[src/hw/ldo_bank_pkg.sv]
// register map, field layout and reset values for the regulator bank
package ldo_bank_pkg;
    localparam int ADDR_W = 8;
    localparam int DATA_W = 8;
    localparam int CHANNELS = 3;
    localparam int CODE_W = 6;
    localparam logic [7:0] OFS_EIGHT_VOLTAGE = 8'h68;
    localparam logic [7:0] OFS_EIGHT_CONTROL = 8'h69;
    localparam logic [7:0] OFS_NINE_VOLTAGE = 8'h70;
    localparam logic [7:0] OFS_NINE_CONTROL = 8'h71;
    localparam logic [7:0] OFS_TEN_VOLTAGE = 8'h80;
    localparam logic [7:0] OFS_TEN_CONTROL = 8'h81;
    localparam int BIT_ENABLE = 7;
    localparam int BIT_DISCHARGE = 2;
    localparam int BIT_FAULT_EN = 1;
    localparam int BIT_POWER_OK = 0;
    localparam logic [5:0] RST_CODE = 6'h00;
    localparam logic RST_ENABLE = 1'b0;
    localparam logic RST_DISCHARGE = 1'b0;
    localparam logic RST_FAULT_EN = 1'b0;
endpackage

[src/hw/ldo_channel.sv]
// one regulator channel: storage of code and control bits, read views
`timescale 1ns/10ps
module ldo_channel
    import ldo_bank_pkg::*;
(
    input wire logic core_clk_in,
    input wire logic rst_n_in,
    input wire logic clk_en_in,
    input wire logic wr_voltage_in,
    input wire logic wr_control_in,
    input wire logic [7:0] wdata_in,
    input wire logic power_ok_in,
    output logic [7:0] voltage_view_out,
    output logic [7:0] control_view_out,
    output logic [5:0] code_out,
    output logic enable_out,
    output logic discharge_out,
    output logic fault_en_out
);
    typedef struct packed {
        logic [5:0] code;
        logic enable;
        logic discharge;
        logic fault_en;
    } chan_state_t;

    chan_state_t state;
    chan_state_t next_state;

    always_comb begin
        next_state = state;
        if (wr_voltage_in) begin
            next_state.code = wdata_in[5:0];
        end
        if (wr_control_in) begin
            next_state.enable = wdata_in[BIT_ENABLE];
            next_state.discharge = wdata_in[BIT_DISCHARGE];
            next_state.fault_en = wdata_in[BIT_FAULT_EN];
        end
    end

    always_ff @(posedge core_clk_in or negedge rst_n_in) begin
        if (!rst_n_in) begin
            state <= '{RST_CODE, RST_ENABLE, RST_DISCHARGE, RST_FAULT_EN};
        end else if (clk_en_in) begin
            state <= next_state;
        end
    end

    // reserved positions are constant zero
    assign voltage_view_out = {2'h0, state.code};
    assign control_view_out = {state.enable, 4'h0, state.discharge,
                               state.fault_en, power_ok_in};
    assign code_out = state.code;
    assign enable_out = state.enable;
    // discharge only while the channel is shut down
    assign discharge_out = state.discharge & ~state.enable;
    assign fault_en_out = state.fault_en;

    a_discharge_off: assert property (@(posedge core_clk_in)
        disable iff (!rst_n_in)
        enable_out |-> !discharge_out)
        else $error("discharge active while channel enabled");
endmodule

[src/hw/ldo_control_register_bank.sv]
// register bank for three regulator channels with a plain register port
//
// Our own choice: strobed register access.
`timescale 1ns/10ps
module ldo_control_register_bank
    import ldo_bank_pkg::*;
(
    input wire logic core_clk_in,
    input wire logic rst_n_in,
    input wire logic clk_en_in,
    input wire logic [7:0] addr_in,
    input wire logic [7:0] wdata_in,
    input wire logic wr_in,
    input wire logic rd_in,
    output logic [7:0] rdata_out,
    input wire logic [2:0] power_ok_in,
    output logic [17:0] voltage_select_code_out,
    output logic [2:0] regulator_enable_out,
    output logic [2:0] shutdown_discharge_enable_out,
    output logic [2:0] fault_interrupt_enable_out
);
    typedef struct packed {
        logic [7:0] rdata;
    } bank_state_t;

    localparam logic [7:0] VOLT_OFS [CHANNELS] =
        '{OFS_EIGHT_VOLTAGE, OFS_NINE_VOLTAGE, OFS_TEN_VOLTAGE};
    localparam logic [7:0] CTRL_OFS [CHANNELS] =
        '{OFS_EIGHT_CONTROL, OFS_NINE_CONTROL, OFS_TEN_CONTROL};

    bank_state_t state;
    bank_state_t next_state;
    logic [7:0] volt_view [CHANNELS];
    logic [7:0] ctrl_view [CHANNELS];

    genvar g;
    generate
        for (g = 0; g < CHANNELS; g++) begin : chan
            ldo_channel u_chan (
                .core_clk_in(core_clk_in),
                .rst_n_in(rst_n_in),
                .clk_en_in(clk_en_in),
                .wr_voltage_in(wr_in && addr_in == VOLT_OFS[g]),
                .wr_control_in(wr_in && addr_in == CTRL_OFS[g]),
                .wdata_in(wdata_in),
                .power_ok_in(power_ok_in[g]),
                .voltage_view_out(volt_view[g]),
                .control_view_out(ctrl_view[g]),
                .code_out(voltage_select_code_out[g*CODE_W +: CODE_W]),
                .enable_out(regulator_enable_out[g]),
                .discharge_out(shutdown_discharge_enable_out[g]),
                .fault_en_out(fault_interrupt_enable_out[g])
            );
        end
    endgenerate

    // unmapped addresses read zero; read data stand one cycle only
    always_comb begin
        next_state.rdata = 8'h00;
        if (rd_in) begin
            for (int i = 0; i < CHANNELS; i++) begin
                if (addr_in == VOLT_OFS[i]) begin
                    next_state.rdata = volt_view[i];
                end
                if (addr_in == CTRL_OFS[i]) begin
                    next_state.rdata = ctrl_view[i];
                end
            end
        end
    end

    always_ff @(posedge core_clk_in or negedge rst_n_in) begin
        if (!rst_n_in) begin
            state <= '{rdata: 8'h00};
        end else if (clk_en_in) begin
            state <= next_state;
        end
    end

    assign rdata_out = state.rdata;

    a_status_read: assert property (@(posedge core_clk_in)
        disable iff (!rst_n_in)
        (clk_en_in && rd_in && addr_in == OFS_EIGHT_CONTROL)
        |=> rdata_out[BIT_POWER_OK] == $past(power_ok_in[0]))
        else $error("power ok status read mismatch");
    a_reserved_zero: assert property (@(posedge core_clk_in)
        disable iff (!rst_n_in)
        (clk_en_in && rd_in && addr_in == OFS_NINE_CONTROL)
        |=> rdata_out[6:3] == 4'h0)
        else $error("reserved control bits nonzero");
    a_volt_reserved: assert property (@(posedge core_clk_in)
        disable iff (!rst_n_in)
        (clk_en_in && rd_in && addr_in == OFS_TEN_VOLTAGE)
        |=> rdata_out[7:6] == 2'h0)
        else $error("reserved voltage bits nonzero");
    a_code_write: assert property (@(posedge core_clk_in)
        disable iff (!rst_n_in)
        (clk_en_in && wr_in && addr_in == OFS_EIGHT_VOLTAGE)
        |=> voltage_select_code_out[5:0] == $past(wdata_in[5:0]))
        else $error("voltage code not stored");
    a_enable_write: assert property (@(posedge core_clk_in)
        disable iff (!rst_n_in)
        (clk_en_in && wr_in && addr_in == OFS_TEN_CONTROL)
        |=> regulator_enable_out[2] == $past(wdata_in[BIT_ENABLE]))
        else $error("enable bit not stored");
    a_fault_write: assert property (@(posedge core_clk_in)
        disable iff (!rst_n_in)
        (clk_en_in && wr_in && addr_in == OFS_NINE_CONTROL)
        |=> fault_interrupt_enable_out[1] == $past(wdata_in[BIT_FAULT_EN]))
        else $error("fault enable not stored");
    a_disch_write: assert property (@(posedge core_clk_in)
        disable iff (!rst_n_in)
        (clk_en_in && wr_in && addr_in == OFS_EIGHT_CONTROL
         && !wdata_in[BIT_ENABLE])
        |=> shutdown_discharge_enable_out[0] ==
            $past(wdata_in[BIT_DISCHARGE]))
        else $error("discharge not following control");
    a_read_once: assert property (@(posedge core_clk_in)
        disable iff (!rst_n_in)
        (clk_en_in && !rd_in) |=> rdata_out == 8'h00)
        else $error("read data held past its cycle");
endmodule

[config.mk]
export PLATFORM = sky130hd
export DESIGN_NAME = ldo_control_register_bank
export DESIGN_NICKNAME = d
export VERILOG_FILES = /design/src/hw/ldo_bank_pkg.sv /design/src/hw/ldo_channel.sv /design/src/hw/ldo_control_register_bank.sv
export SDC_FILE = /design/constraint.sdc
export NUM_CORES = 1
export LEC_CHECK = 0
export ABC_CLOCK_PERIOD_IN_PS = 1700
export BUFFER_PORTS_ARGS = -buffer_cell sky130_fd_sc_hd__buf_2
export CAP_MARGIN = 20
export CORE_ASPECT_RATIO = 0.7
export CORE_MARGIN = 1
export CORE_UTILIZATION = 54
export DETAILED_ROUTE_END_ITERATION = 7
export PLACE_DENSITY_LB_ADDON = 0.15
export SLEW_MARGIN = 0
export SYNTH_ARGS = -nofsm -noshare
export SYNTH_HDL_FRONTEND = slang
export SYNTH_SLANG_ARGS = --single-unit
[constraint.sdc]
create_clock -name core_clk_in -period 1.7 [get_ports core_clk_in]
set_input_delay 0.17 -clock core_clk_in [delete_from_list [all_inputs] [get_ports core_clk_in]]
set_output_delay 0.17 -clock core_clk_in [all_outputs]
set_load 0.1 [all_outputs]
==> out/metrics.csv, run 1 <==
stage,metric,value,unit
status,status,"complete, but fails checks",
status,failing checks,DRC,
critical_path,crit path cell chain,"buf_2, and4b_1, nor3b_2, a222oi_1, o32ai_1",
timing,Max-slew headroom,50.0,%
detailed_routing,initial drt markers,116,
layout,Layout area overhead,21.3,%
critical_path,Crit Reg-Reg Endpoint,rdata_out[0]$_DFFE_PN0P_,
timing,Worst Tran Pin Value,0.750,ns
layout,Multi-input gate area,855,sq um
synth,register bit count reported by yosys,34,
synth,share of the synthesized area in the top cell type,46.7,%
job,Max Cap Viol,0,
detailed_routing,DRC Markers,5,
detailed_routing,routed via count,1418,
timing,Final Hold Fails,0,
synth,top post-synthesis cells by count,"dfrtp_1 (34), mux2_2 (25), buf_4 (10), nor2_1 (8), nor2b_1 (6)",
clocking,clock latency at the later pin of the worst-skew pair,0.28,ns
placed_design,Area after DPL,2110,sq um
floorplanning,Die Y,50.6,um
detailed_routing,Final Routed Wirelength,4.47,mm
timing,highest clock rate,678,MHz
power,Lkg Pwr,1.14,nW
power,combinational share of power,17.2,%
critical_path,CP required,1.86,ns
floorplanning,Core Rows,17,
global_route,via count of the first global-routing pass,1395,
detailed_routing,first drt pass iteration count,7,
worst_hold_path,Worst Hold Depth,2,
synth,Post-Syn Instances,151,
timing,Layout Skew,0.00375,ns
synth,Synth area leaders,"dfrtp_1 (47%), mux2_2 (15%), buf_4 (4.1%), mux2_4 (2.5%), nor2b_1 (2.1%)",
timing,RSZ-0062 raised after global routing,false,
placed_design,Post-DP HPWL,3.35,mm
clocking,CTS buffer count,5,
detailed_routing,Antenna Nets Post-Route,0,
critical_path,CP arrival,1.64,ns
power,Reg power frac,48.8,%
floorplanning,Starting Density,57.1,%
clocking,clk sinks,34,
synth,syn avg cell area,12.1,sq um
detailed_routing,number of vias per cell,5.79,
timing,setup TNS,0,ns
critical_path,WP buf/inv,1,
clocking,CTS tree,done,
timing,Setup Viol. Count Final,0,
worst_hold_path,Hold Startpoint,wdata_in[7],
detailed_routing,wl on met1,2.20,mm
layout,ant diodes,0,
worst_hold_path,Hold Crit Class,primary input to flop,
placed_design,Port Buffers,56,
synth,Mapped Area,1820,sq um
global_route,Total GRT Usage,26.5,%
detailed_routing,uppermost layer routed,met4,
global_route,first-pass GRT wire length,7.13,mm
synth,Synth area leader,dfrtp_1,
floorplanning,die area,3610,sq um
layout,nets,231,
synth,async set or reset register ratio after synthesis,100,%
critical_path,Worst R2R Path Depth,3,
critical_path,CP Launch Type,primary input,
clocking,Clock H-tree levels,2,
critical_path,CP Capture Type,flop,
power,Peak VDD IR,0.474,mV
global_route,initial antenna violation count,0,
detailed_routing,metal3 WL,253,um
worst_hold_path,Hold Crit Endpoint,chan[0].u_chan.enable_out$_DFFE_PN0P_,
placed_design,GPL Wtd Cong,0.846,
synth,main flop type after synthesis,dfrtp_1,
layout,Register Area,858,sq um
clocking,"Clk pin slew, worst setup/hold paths",0.07,ns
critical_path,"Max FO, Critical Path",9,
global_route,Congestion Overflow GR,0,
critical_path,R2R Path Start,chan[0].u_chan.code_out[0]$_DFFE_PN0P_,
power,Final Total Pwr,0.00172,W
synth,Post-Syn Nets,175,
layout,share of layout cells above drive strength 1,56.0,%
synth,Synth cell types,45,
timing,Final min period,1.47,ns
clocking,setup bufs post-CTS,0,
synth,"EDFF count, synth",0,
layout,Final Util,69.2,%
clocking,CTS Root Cell,clkbuf_8,
detailed_routing,DR WL met2,1.98,mm
layout,Final Cell Area,2210,sq um
critical_path,CP max stage cell,and4b_1,
power,Sw Share,29.4,%
timing,final slew viol count,0,
power,PwrDens,781,nW/um^2
power,internal power,0.00122,W
critical_path,CP top delay family,simple AND/OR/NAND/NOR gates,
clocking,CTS max path bufs,2,
floorplanning,# IOs,59,
critical_path,CP Class,primary input to flop,
power,clock power share,34.0,%
synth,"Seq/Total Area, Yosys",46.7,%
power,Sw Pwr,0.000508,W
critical_path,"slowest stage delay, CP",0.48,ns
synth,Synth Warn #,0,
timing,Final Cycle Share,86.7,%
synth,cell with the most instances after synthesis,dfrtp_1,
layout,Filler cells,250,
critical_path,R2R setup slack,0.45,ns
detailed_routing,Routed WL per cell,18.2,um
floorplanning,CORE AREA,3190,sq um
floorplanning,Die Wd,71.4,um
global_route,largest net degree at the start of global routing,35,
==> worst max-delay path by stage <==
| stage | start | to | slack [ns] | cells after the start |
|---|---|---|---|---|
| 6_report | addr_in[7] | rdata_out[0]$_DFFE_PN0P_ | 0.23 | 5 |
| 5_1_grt | addr_in[7] | rdata_out[0]$_DFFE_PN0P_ | 0.18 | 5 |
| 4_1_cts | addr_in[7] | rdata_out[0]$_DFFE_PN0P_ | 0.27 | 5 |
| 3_5_place_dp | addr_in[7] | rdata_out[0]$_DFFE_PN0P_ | -0.03 | 5 |
| 3_3_place_gp | addr_in[2] | chan[0].u_chan.fault_en_out$_DFFE_PN0P_ | 0.05 | 5 |
| 2_1_floorplan | chan[0].u_chan.code_out[0]$_DFFE_PN0P_ | rdata_out[0]$_DFFE_PN0P_ | 0.04 | 3 |
==> kinds of logic after synthesis <==
kind of cell	share of synthesized area [%]
other	0.206
flip-flops	46.7
multiplexers	19.0
AND/OR/NAND/NOR	15.7
buffers and inverters	6.32
AO/OA/AOI/OAI	12.0
==> cell usage in the layout, fill, tap and decap left out, types with 2 or more instances in the layout <==
cell and n:
mux2_4 3, mux2i_1 2, o41ai_2 2, a22oi_1 2, dfrtp_2 6, a32oi_1 3
nand3b_1 3, nand3_1 3, nand2b_1 3, clkbuf_8 6, o221a_1 2, nor3_1 2
nor2_2 2, nor2_1 8, inv_1 5, buf_4 7, nor2_4 2, nand2_1 2
a22o_1 3, mux2_2 25, buf_2 56, dfrtp_1 28, a221o_1 3, nor2b_1 6
==> registers in the layout (all words and copies together) (netlist names) <==
signal and flops:
chan.u_chan.control_view_out 3, rdata_out 7, chan.u_chan.code_out 18, chan.u_chan.enable_out 3, chan.u_chan.fault_en_out 3
==> stage by stage <==
step | setup slack (ns) | instances | hold WS (ns)
finish | 0.226 | 245 | 0.152
global route | 0.184 | 245 | 0.151
CTS | 0.266 | 245 | 0.146
detailed placement | -0.0253 | 237 | 0.279
global placement | 0.0534 | 237 | 0.258
floorplan | 0.0432 | 151 | -0.126
==> metal layers <==
| layer | track usage (%) | vias to the layer above |
|---|---|---|
| li1 | - | 656 |
| met1 | 40.2 | 699 |
| met2 | 38.9 | 58 |
| met3 | 4.82 | 5 |
| met4 | 7.00 | 0 |
| met5 | 0 | - |
==> final cells by class <==
cell class / count / area share, %
Inverter: 5 / 0.850
Multi-Input combinational cell: 97 / 38.7
Tap cell: 38 / 2.15
Clock buffer: 7 / 3.91
Timing Repair Buffer: 64 / 15.5
Sequential cell: 34 / 38.9
==> power groups by stage <==
stage | logic [W] | clock network (W) | registers [W]
2_1_floorplan | 0.000125 | 0 | 0.000941
3_3_place_gp | 0.000286 | 0 | 0.000856
3_5_place_dp | 0.000294 | 0 | 0.000857
4_1_cts | 0.000297 | 0.000597 | 0.000842
5_1_grt | 0.000310 | 0.000632 | 0.000844
6_report | 0.000296 | 0.000586 | 0.000843
==> repair_timing <==
action,4_1_cts,5_1_grt
endpoints found under the hold margin,34,0
hold buffers,1,0
resized for setup,0,0
Note: power is estimated with default switching activity, not from simulation.
==> run 2: changes to the inputs <==
Settings changed: ABC_CLOCK_PERIOD_IN_PS 1700 to unset, CORE_UTILIZATION 54 to 45, SKIP_CTS_REPAIR_TIMING set to 1.
Clock period 1.7 ns to 1.3 ns, I/O delays scaled along.
==> run 2 against run 1 <==
Net effect:
- worst hold slack worse by 0.040 ns
- via count is 4.7% higher
- clock skew is 0.0055 ns higher
- the flow finishes with violations (setup timing)
- non-clock buffer count is 12 higher
- final cell count is 10% higher
- total power is 36% higher
- critical endpoint is now chan[0].u_chan.fault_en_out$_DFFE_PN0P_
- core utilization is 0.82 points lower
- flip-flop and latch count stayed put
- register-to-register slack worse by 0.45 ns
- clock power is 33% higher
- final area is 14% higher
- largest power group unchanged
==> out/metrics.csv, run 2 (synthesis results as in run 1) <==
stage,metric,value,unit
placed_design,Post-DP HPWL,3.68,mm
critical_path,CP Capture Type,flop,
power,Lkg Pwr,1.22,nW
global_route,Total GRT Usage,23.6,%
critical_path,"slowest stage delay, CP",0.40,ns
floorplanning,Die Y,55.2,um
critical_path,Critical path origin,addr_in[4],
global_route,Congestion Overflow GR,0,
critical_path,R2R setup slack,0,ns
clocking,clock latency at the later pin of the worst-skew pair,0.28,ns
worst_hold_path,Hold Crit Endpoint,chan[0].u_chan.code_out[3]$_DFFE_PN0P_,
floorplanning,Core Rows,18,
critical_path,"Max FO, Critical Path",4,
floorplanning,die area,4310,sq um
critical_path,crit path cell chain,"buf_8, or2b_4, or3_4, or2_4, mux2_4",
layout,Final Util,68.4,%
worst_hold_path,Worst Hold Depth,2,
global_route,first-pass GRT wire length,7.69,mm
worst_hold_path,Hold Crit Class,primary input to flop,
critical_path,CP required,1.46,ns
detailed_routing,DRC Markers,0,
timing,highest clock rate,750,MHz
critical_path,CP Launch Type,primary input,
critical_path,CP Class,primary input to flop,
layout,max reg flops,18,
power,Final Total Pwr,0.00234,W
layout,ant diodes,0,
clocking,CTS tree,done,
global_route,largest net degree at the start of global routing,35,
status,failing checks,setup timing,
floorplanning,Starting Density,49.3,%
worst_hold_path,Hold Startpoint,wdata_in[3],
floorplanning,# IOs,59,
detailed_routing,Antenna Nets Post-Route,0,
detailed_routing,initial drt markers,80,
placed_design,GPL Wtd Cong,0.878,
clocking,clk sinks,34,
timing,RSZ-0062 raised after global routing,true,
layout,most frequent cells in the layout,"buf_2 (46), mux2_2 (20), buf_4 (19)",
status,status,"complete, but fails checks",
timing,Final Hold Fails,0,
critical_path,CP arrival,1.49,ns
detailed_routing,Routed WL per cell,17.8,um
clocking,"Clk pin slew, worst setup/hold paths",0.07,ns
power,PwrDens,927,nW/um^2
timing,final slew viol count,0,
layout,"most common cell after layout, fill and taps aside",buf_2,
placed_design,Port Buffers,56,
power,Peak VDD IR,0.661,mV
critical_path,Worst R2R Path Depth,3,
clocking,CTS max path bufs,2,
clocking,CTS Root Cell,clkbuf_8,
layout,nets,243,
timing,setup TNS,-0.0903,ns
layout,Filler cells,296,
detailed_routing,routed via count,1485,
layout,share of layout cells above drive strength 1,68.2,%
timing,Final min period,1.33,ns
detailed_routing,first drt pass iteration count,4,
timing,Layout Skew,0.00924,ns
floorplanning,CORE AREA,3690,sq um
critical_path,Crit Reg-Reg Endpoint,rdata_out[0]$_DFFE_PN0P_,
job,Max Cap Viol,0,
timing,Setup WS post-layout,-0.0326,ns
detailed_routing,Final Routed Wirelength,4.81,mm
clocking,CTS buffer count,5,
detailed_routing,number of vias per cell,5.50,
floorplanning,Die Wd,78.0,um
timing,Setup Viol. Count Final,3,
global_route,via count of the first global-routing pass,1488,
timing,Final Cycle Share,103,%
clocking,Clock H-tree levels,2,
critical_path,R2R Path Start,chan[0].u_chan.code_out[0]$_DFFE_PN0P_,
global_route,initial antenna violation count,0,
layout,Layout area overhead,38.8,%
critical_path,CP max stage cell,or3_4,
## run 2: changes by cell type in the layout (fill, tap and decap cells not counted), sizes merged
cell | before | now
clkinv | 0 | 1
buf | 63 | 72
clkbuf | 7 | 10
## run 2: per-stage QoR
step / std cells / cell area [sq um] / hold slack, ns / setup slack (ns)
after detailed placement: 261 / 2350 / 0.181 / -0.319
after floorplan: 151 / 1890 / -0.166 / -0.164
after global routing: 270 / 2530 / 0.106 / -0.0909
final: 270 / 2530 / 0.111 / -0.0326
after CTS: 269 / 2440 / -0.118 / -0.0399
after global placement: 261 / 2350 / 0.175 / -0.262
## run 2: worst max path at each step
stage                     cells after the start  slack (ns)                                 endpoint
after floorplan                               3       -0.16                 rdata_out[1]$_DFFE_PN0P_
after global placement                        8       -0.26                 rdata_out[5]$_DFFE_PN0P_
after detailed placement                      5       -0.32                 rdata_out[1]$_DFFE_PN0P_
after CTS                                     5       -0.04                 rdata_out[1]$_DFFE_PN0P_
after global routing                          3       -0.09                 rdata_out[0]$_DFFE_PN0P_
final                                         5       -0.03  chan[0].u_chan.fault_en_out$_DFFE_PN0P_
## run 2: routing by layer
layer | track usage (%) | vias up | wire length [um]
met5 | 0 | - | 0
met4 | 4.76 | 0 | 10
met3 | 6.28 | 2 | 352
met2 | 37.3 | 63 | 2240
met1 | 32.9 | 737 | 2210
li1 | - | 683 | -
## run 2: critical path, delay by kind of cell
family | cells | cell delay (ns)
muxes | 1 | 0.30
buffers and inverters | 1 | 0.10
and+or+nand+nor | 3 | 0.96
## run 2: final cells by class
cell class | instances | area, sq um | area share, %
Timing Repair Buffer | 76 | 536 | 21.2
Tap cell | 50 | 62.6 | 2.48
Inverter | 5 | 18.8 | 0.743
Clock buffer | 7 | 86.3 | 3.42
Multi-Input combinational cell | 97 | 928 | 36.8
Clock inverter | 1 | 5.00 | 0.198
Sequential cell | 34 | 890 | 35.2
## run 2: where the power goes
group | switching [W] | total (W) | internal [W] | leakage [nW]
Sequential | 0.0000225 | 0.00111 | 0.00109 | 0.439
Combinational | 0.000314 | 0.000451 | 0.000137 | 0.734
Clock | 0.000355 | 0.000782 | 0.000427 | 0.0482
Total | 0.000692 | 0.00234 | 0.00165 | 1.22
==> run 3: changes to the inputs <==
Settings changed: PLACE_DENSITY set to 0.75, PLACE_DENSITY_LB_ADDON 0.15 to unset.
==> run 3 against run 2 <==
Net effect:
- combinational power is essentially flat
- die area is the same
- core utilization shrank 0.64 points
- flip-flop and latch count is the same
- first-iteration DRC count grew 15%
- the run still ends with setup timing left
- wire length grew 1.0%
==> out/metrics.csv, run 3 (synthesis results as in run 1) <==
stage,metric,value,unit
status,status,"complete, but fails checks",
status,failing checks,setup timing,
critical_path,CP Class,primary input to flop,
clocking,CTS buffer count,5,
clocking,CTS tree,done,
placed_design,dpl cells,261,
layout,share of layout cells above drive strength 1,66.2,%
layout,Final Cell Area,2500,sq um
detailed_routing,initial drt markers,92,
layout,Register Area,890,sq um
clocking,clock latency at the later pin of the worst-skew pair,0.29,ns
critical_path,"Max FO, Critical Path",4,
timing,Final min period,1.30,ns
global_route,largest net degree at the start of global routing,35,
timing,Final Hold Fails,0,
timing,Setup Viol. Count Final,3,
timing,RSZ-0062 raised after global routing,true,
layout,max reg flops,18,
critical_path,CP required,1.49,ns
detailed_routing,routed via count,1510,
layout,Filler cells,286,
floorplanning,die area,4310,sq um
job,Max Cap Viol,0,
layout,Post-Layout Cell Count,272,
global_route,initial antenna violation count,0,
placed_design,DP Worst Slack,-0.304,ns
placed_design,Port Buffers,56,
global_route,first-pass GRT wire length,7.58,mm
power,Final Total Pwr,0.00231,W
global_route,Total GRT Usage,23.5,%
global_route,via count of the first global-routing pass,1486,
placed_design,Post-DP HPWL,3.73,mm
floorplanning,Die Wd,78.0,um
detailed_routing,Antenna Nets Post-Route,0,
floorplanning,# IOs,59,
global_route,Congestion Overflow GR,0,
floorplanning,Core Rows,18,
worst_hold_path,Hold Crit Class,primary input to flop,
critical_path,CP Capture Type,flop,
clocking,Clock H-tree levels,2,
critical_path,CP max stage cell,or3_4,
placed_design,GPL Wtd Cong,0.854,
clocking,clk sinks,34,
timing,Setup WS post-layout,-0.00195,ns
layout,nets,245,
layout,Multi-input gate area,891,sq um
layout,most frequent cells in the layout,"buf_2 (47), mux2_2 (20), buf_4 (20)",
layout,ant diodes,0,
critical_path,"slowest stage delay, CP",0.41,ns
timing,Min Hold Slack,0.0980,ns
detailed_routing,Final Routed Wirelength,4.86,mm
power,Peak VDD IR,0.690,mV
power,Lkg Pwr,1.21,nW
clocking,CTS max path bufs,2,
clocking,CTS Root Cell,clkbuf_8,
floorplanning,Die Y,55.2,um
power,PwrDens,921,nW/um^2
layout,"most common cell after layout, fill and taps aside",buf_2,
layout,Layout area overhead,37.5,%
placed_design,Area after DPL,2360,sq um
critical_path,crit path cell chain,"buf_8, or2b_1, or3_4, o221a_1, o41ai_2",
timing,Final Cycle Share,100,%
critical_path,CP arrival,1.49,ns
timing,final slew viol count,0,
critical_path,CP Launch Type,primary input,
detailed_routing,DRC Markers,0,
clocking,"Clk pin slew, worst setup/hold paths",0.07,ns
detailed_routing,first drt pass iteration count,4,
timing,Layout Skew,0.00252,ns
detailed_routing,Routed WL per cell,17.9,um
floorplanning,Starting Density,49.3,%
timing,highest clock rate,768,MHz
detailed_routing,number of vias per cell,5.55,
floorplanning,CORE AREA,3690,sq um
run 3: cell type report:
cell class              instances  share of cell area, %
inverters                       5                  0.750
well taps                      50                   2.50
clock buffers                   8                   3.20
repair buffers                 78                   22.4
multi-input cells              97                   35.6
flip-flops and latches         34                   35.5
run 3: report_power, final:
group          leakage [nW]  internal [W]  switching, W  total, W
combinational         0.734      0.000140      0.000309  0.000449
sequential            0.439       0.00109     0.0000217   0.00111
clock                0.0395      0.000380      0.000369  0.000749
total                  1.21       0.00161      0.000700   0.00231
run 3: worst paths after layout:
check                                                    endpoint                                   start  slack (ns)  cells past startpoint
setup / recovery                         rdata_out[1]$_DFFE_PN0P_                              addr_in[4]      -0.002                      5
hold / removal             chan[1].u_chan.code_out[5]$_DFFE_PN0P_                             wdata_in[5]         0.1                      2
max in group asynchronous  chan[0].u_chan.code_out[2]$_DFFE_PN0P_                                rst_n_in        0.56                      3
setup reg to reg                         rdata_out[0]$_DFFE_PN0P_  chan[0].u_chan.code_out[0]$_DFFE_PN0P_      -0.002                      3
hold reg to reg                          rdata_out[1]$_DFFE_PN0P_                rdata_out[1]$_DFFE_PN0P_        0.50                      2
min in group asynchronous  chan[0].u_chan.code_out[5]$_DFFE_PN0P_                                rst_n_in        0.40                      3
run 3: metrics by stage:
stage                     util, %  setup TNS [ns]
after global routing         67.8          -0.150
after CTS                    66.1         -0.0520
after detailed placement     64.0           -6.63
after floorplan                 -           -1.66
final                        67.8        -0.00305
after global placement       64.0           -5.88
run 3: critical path: cells and delay by family:
family	cells	cell delay, ns
simple gates	2	0.67
compound gates	2	0.59
buf+inv	1	0.11
run 3: layer usage:
metal	routed length (um)	vias to the layer above	track usage (%)
li1	-	683	-
met1	2240	758	33.8
met2	2270	62	34.4
met3	302	7	7.77
met4	46	0	5.82
met5	0	-	0
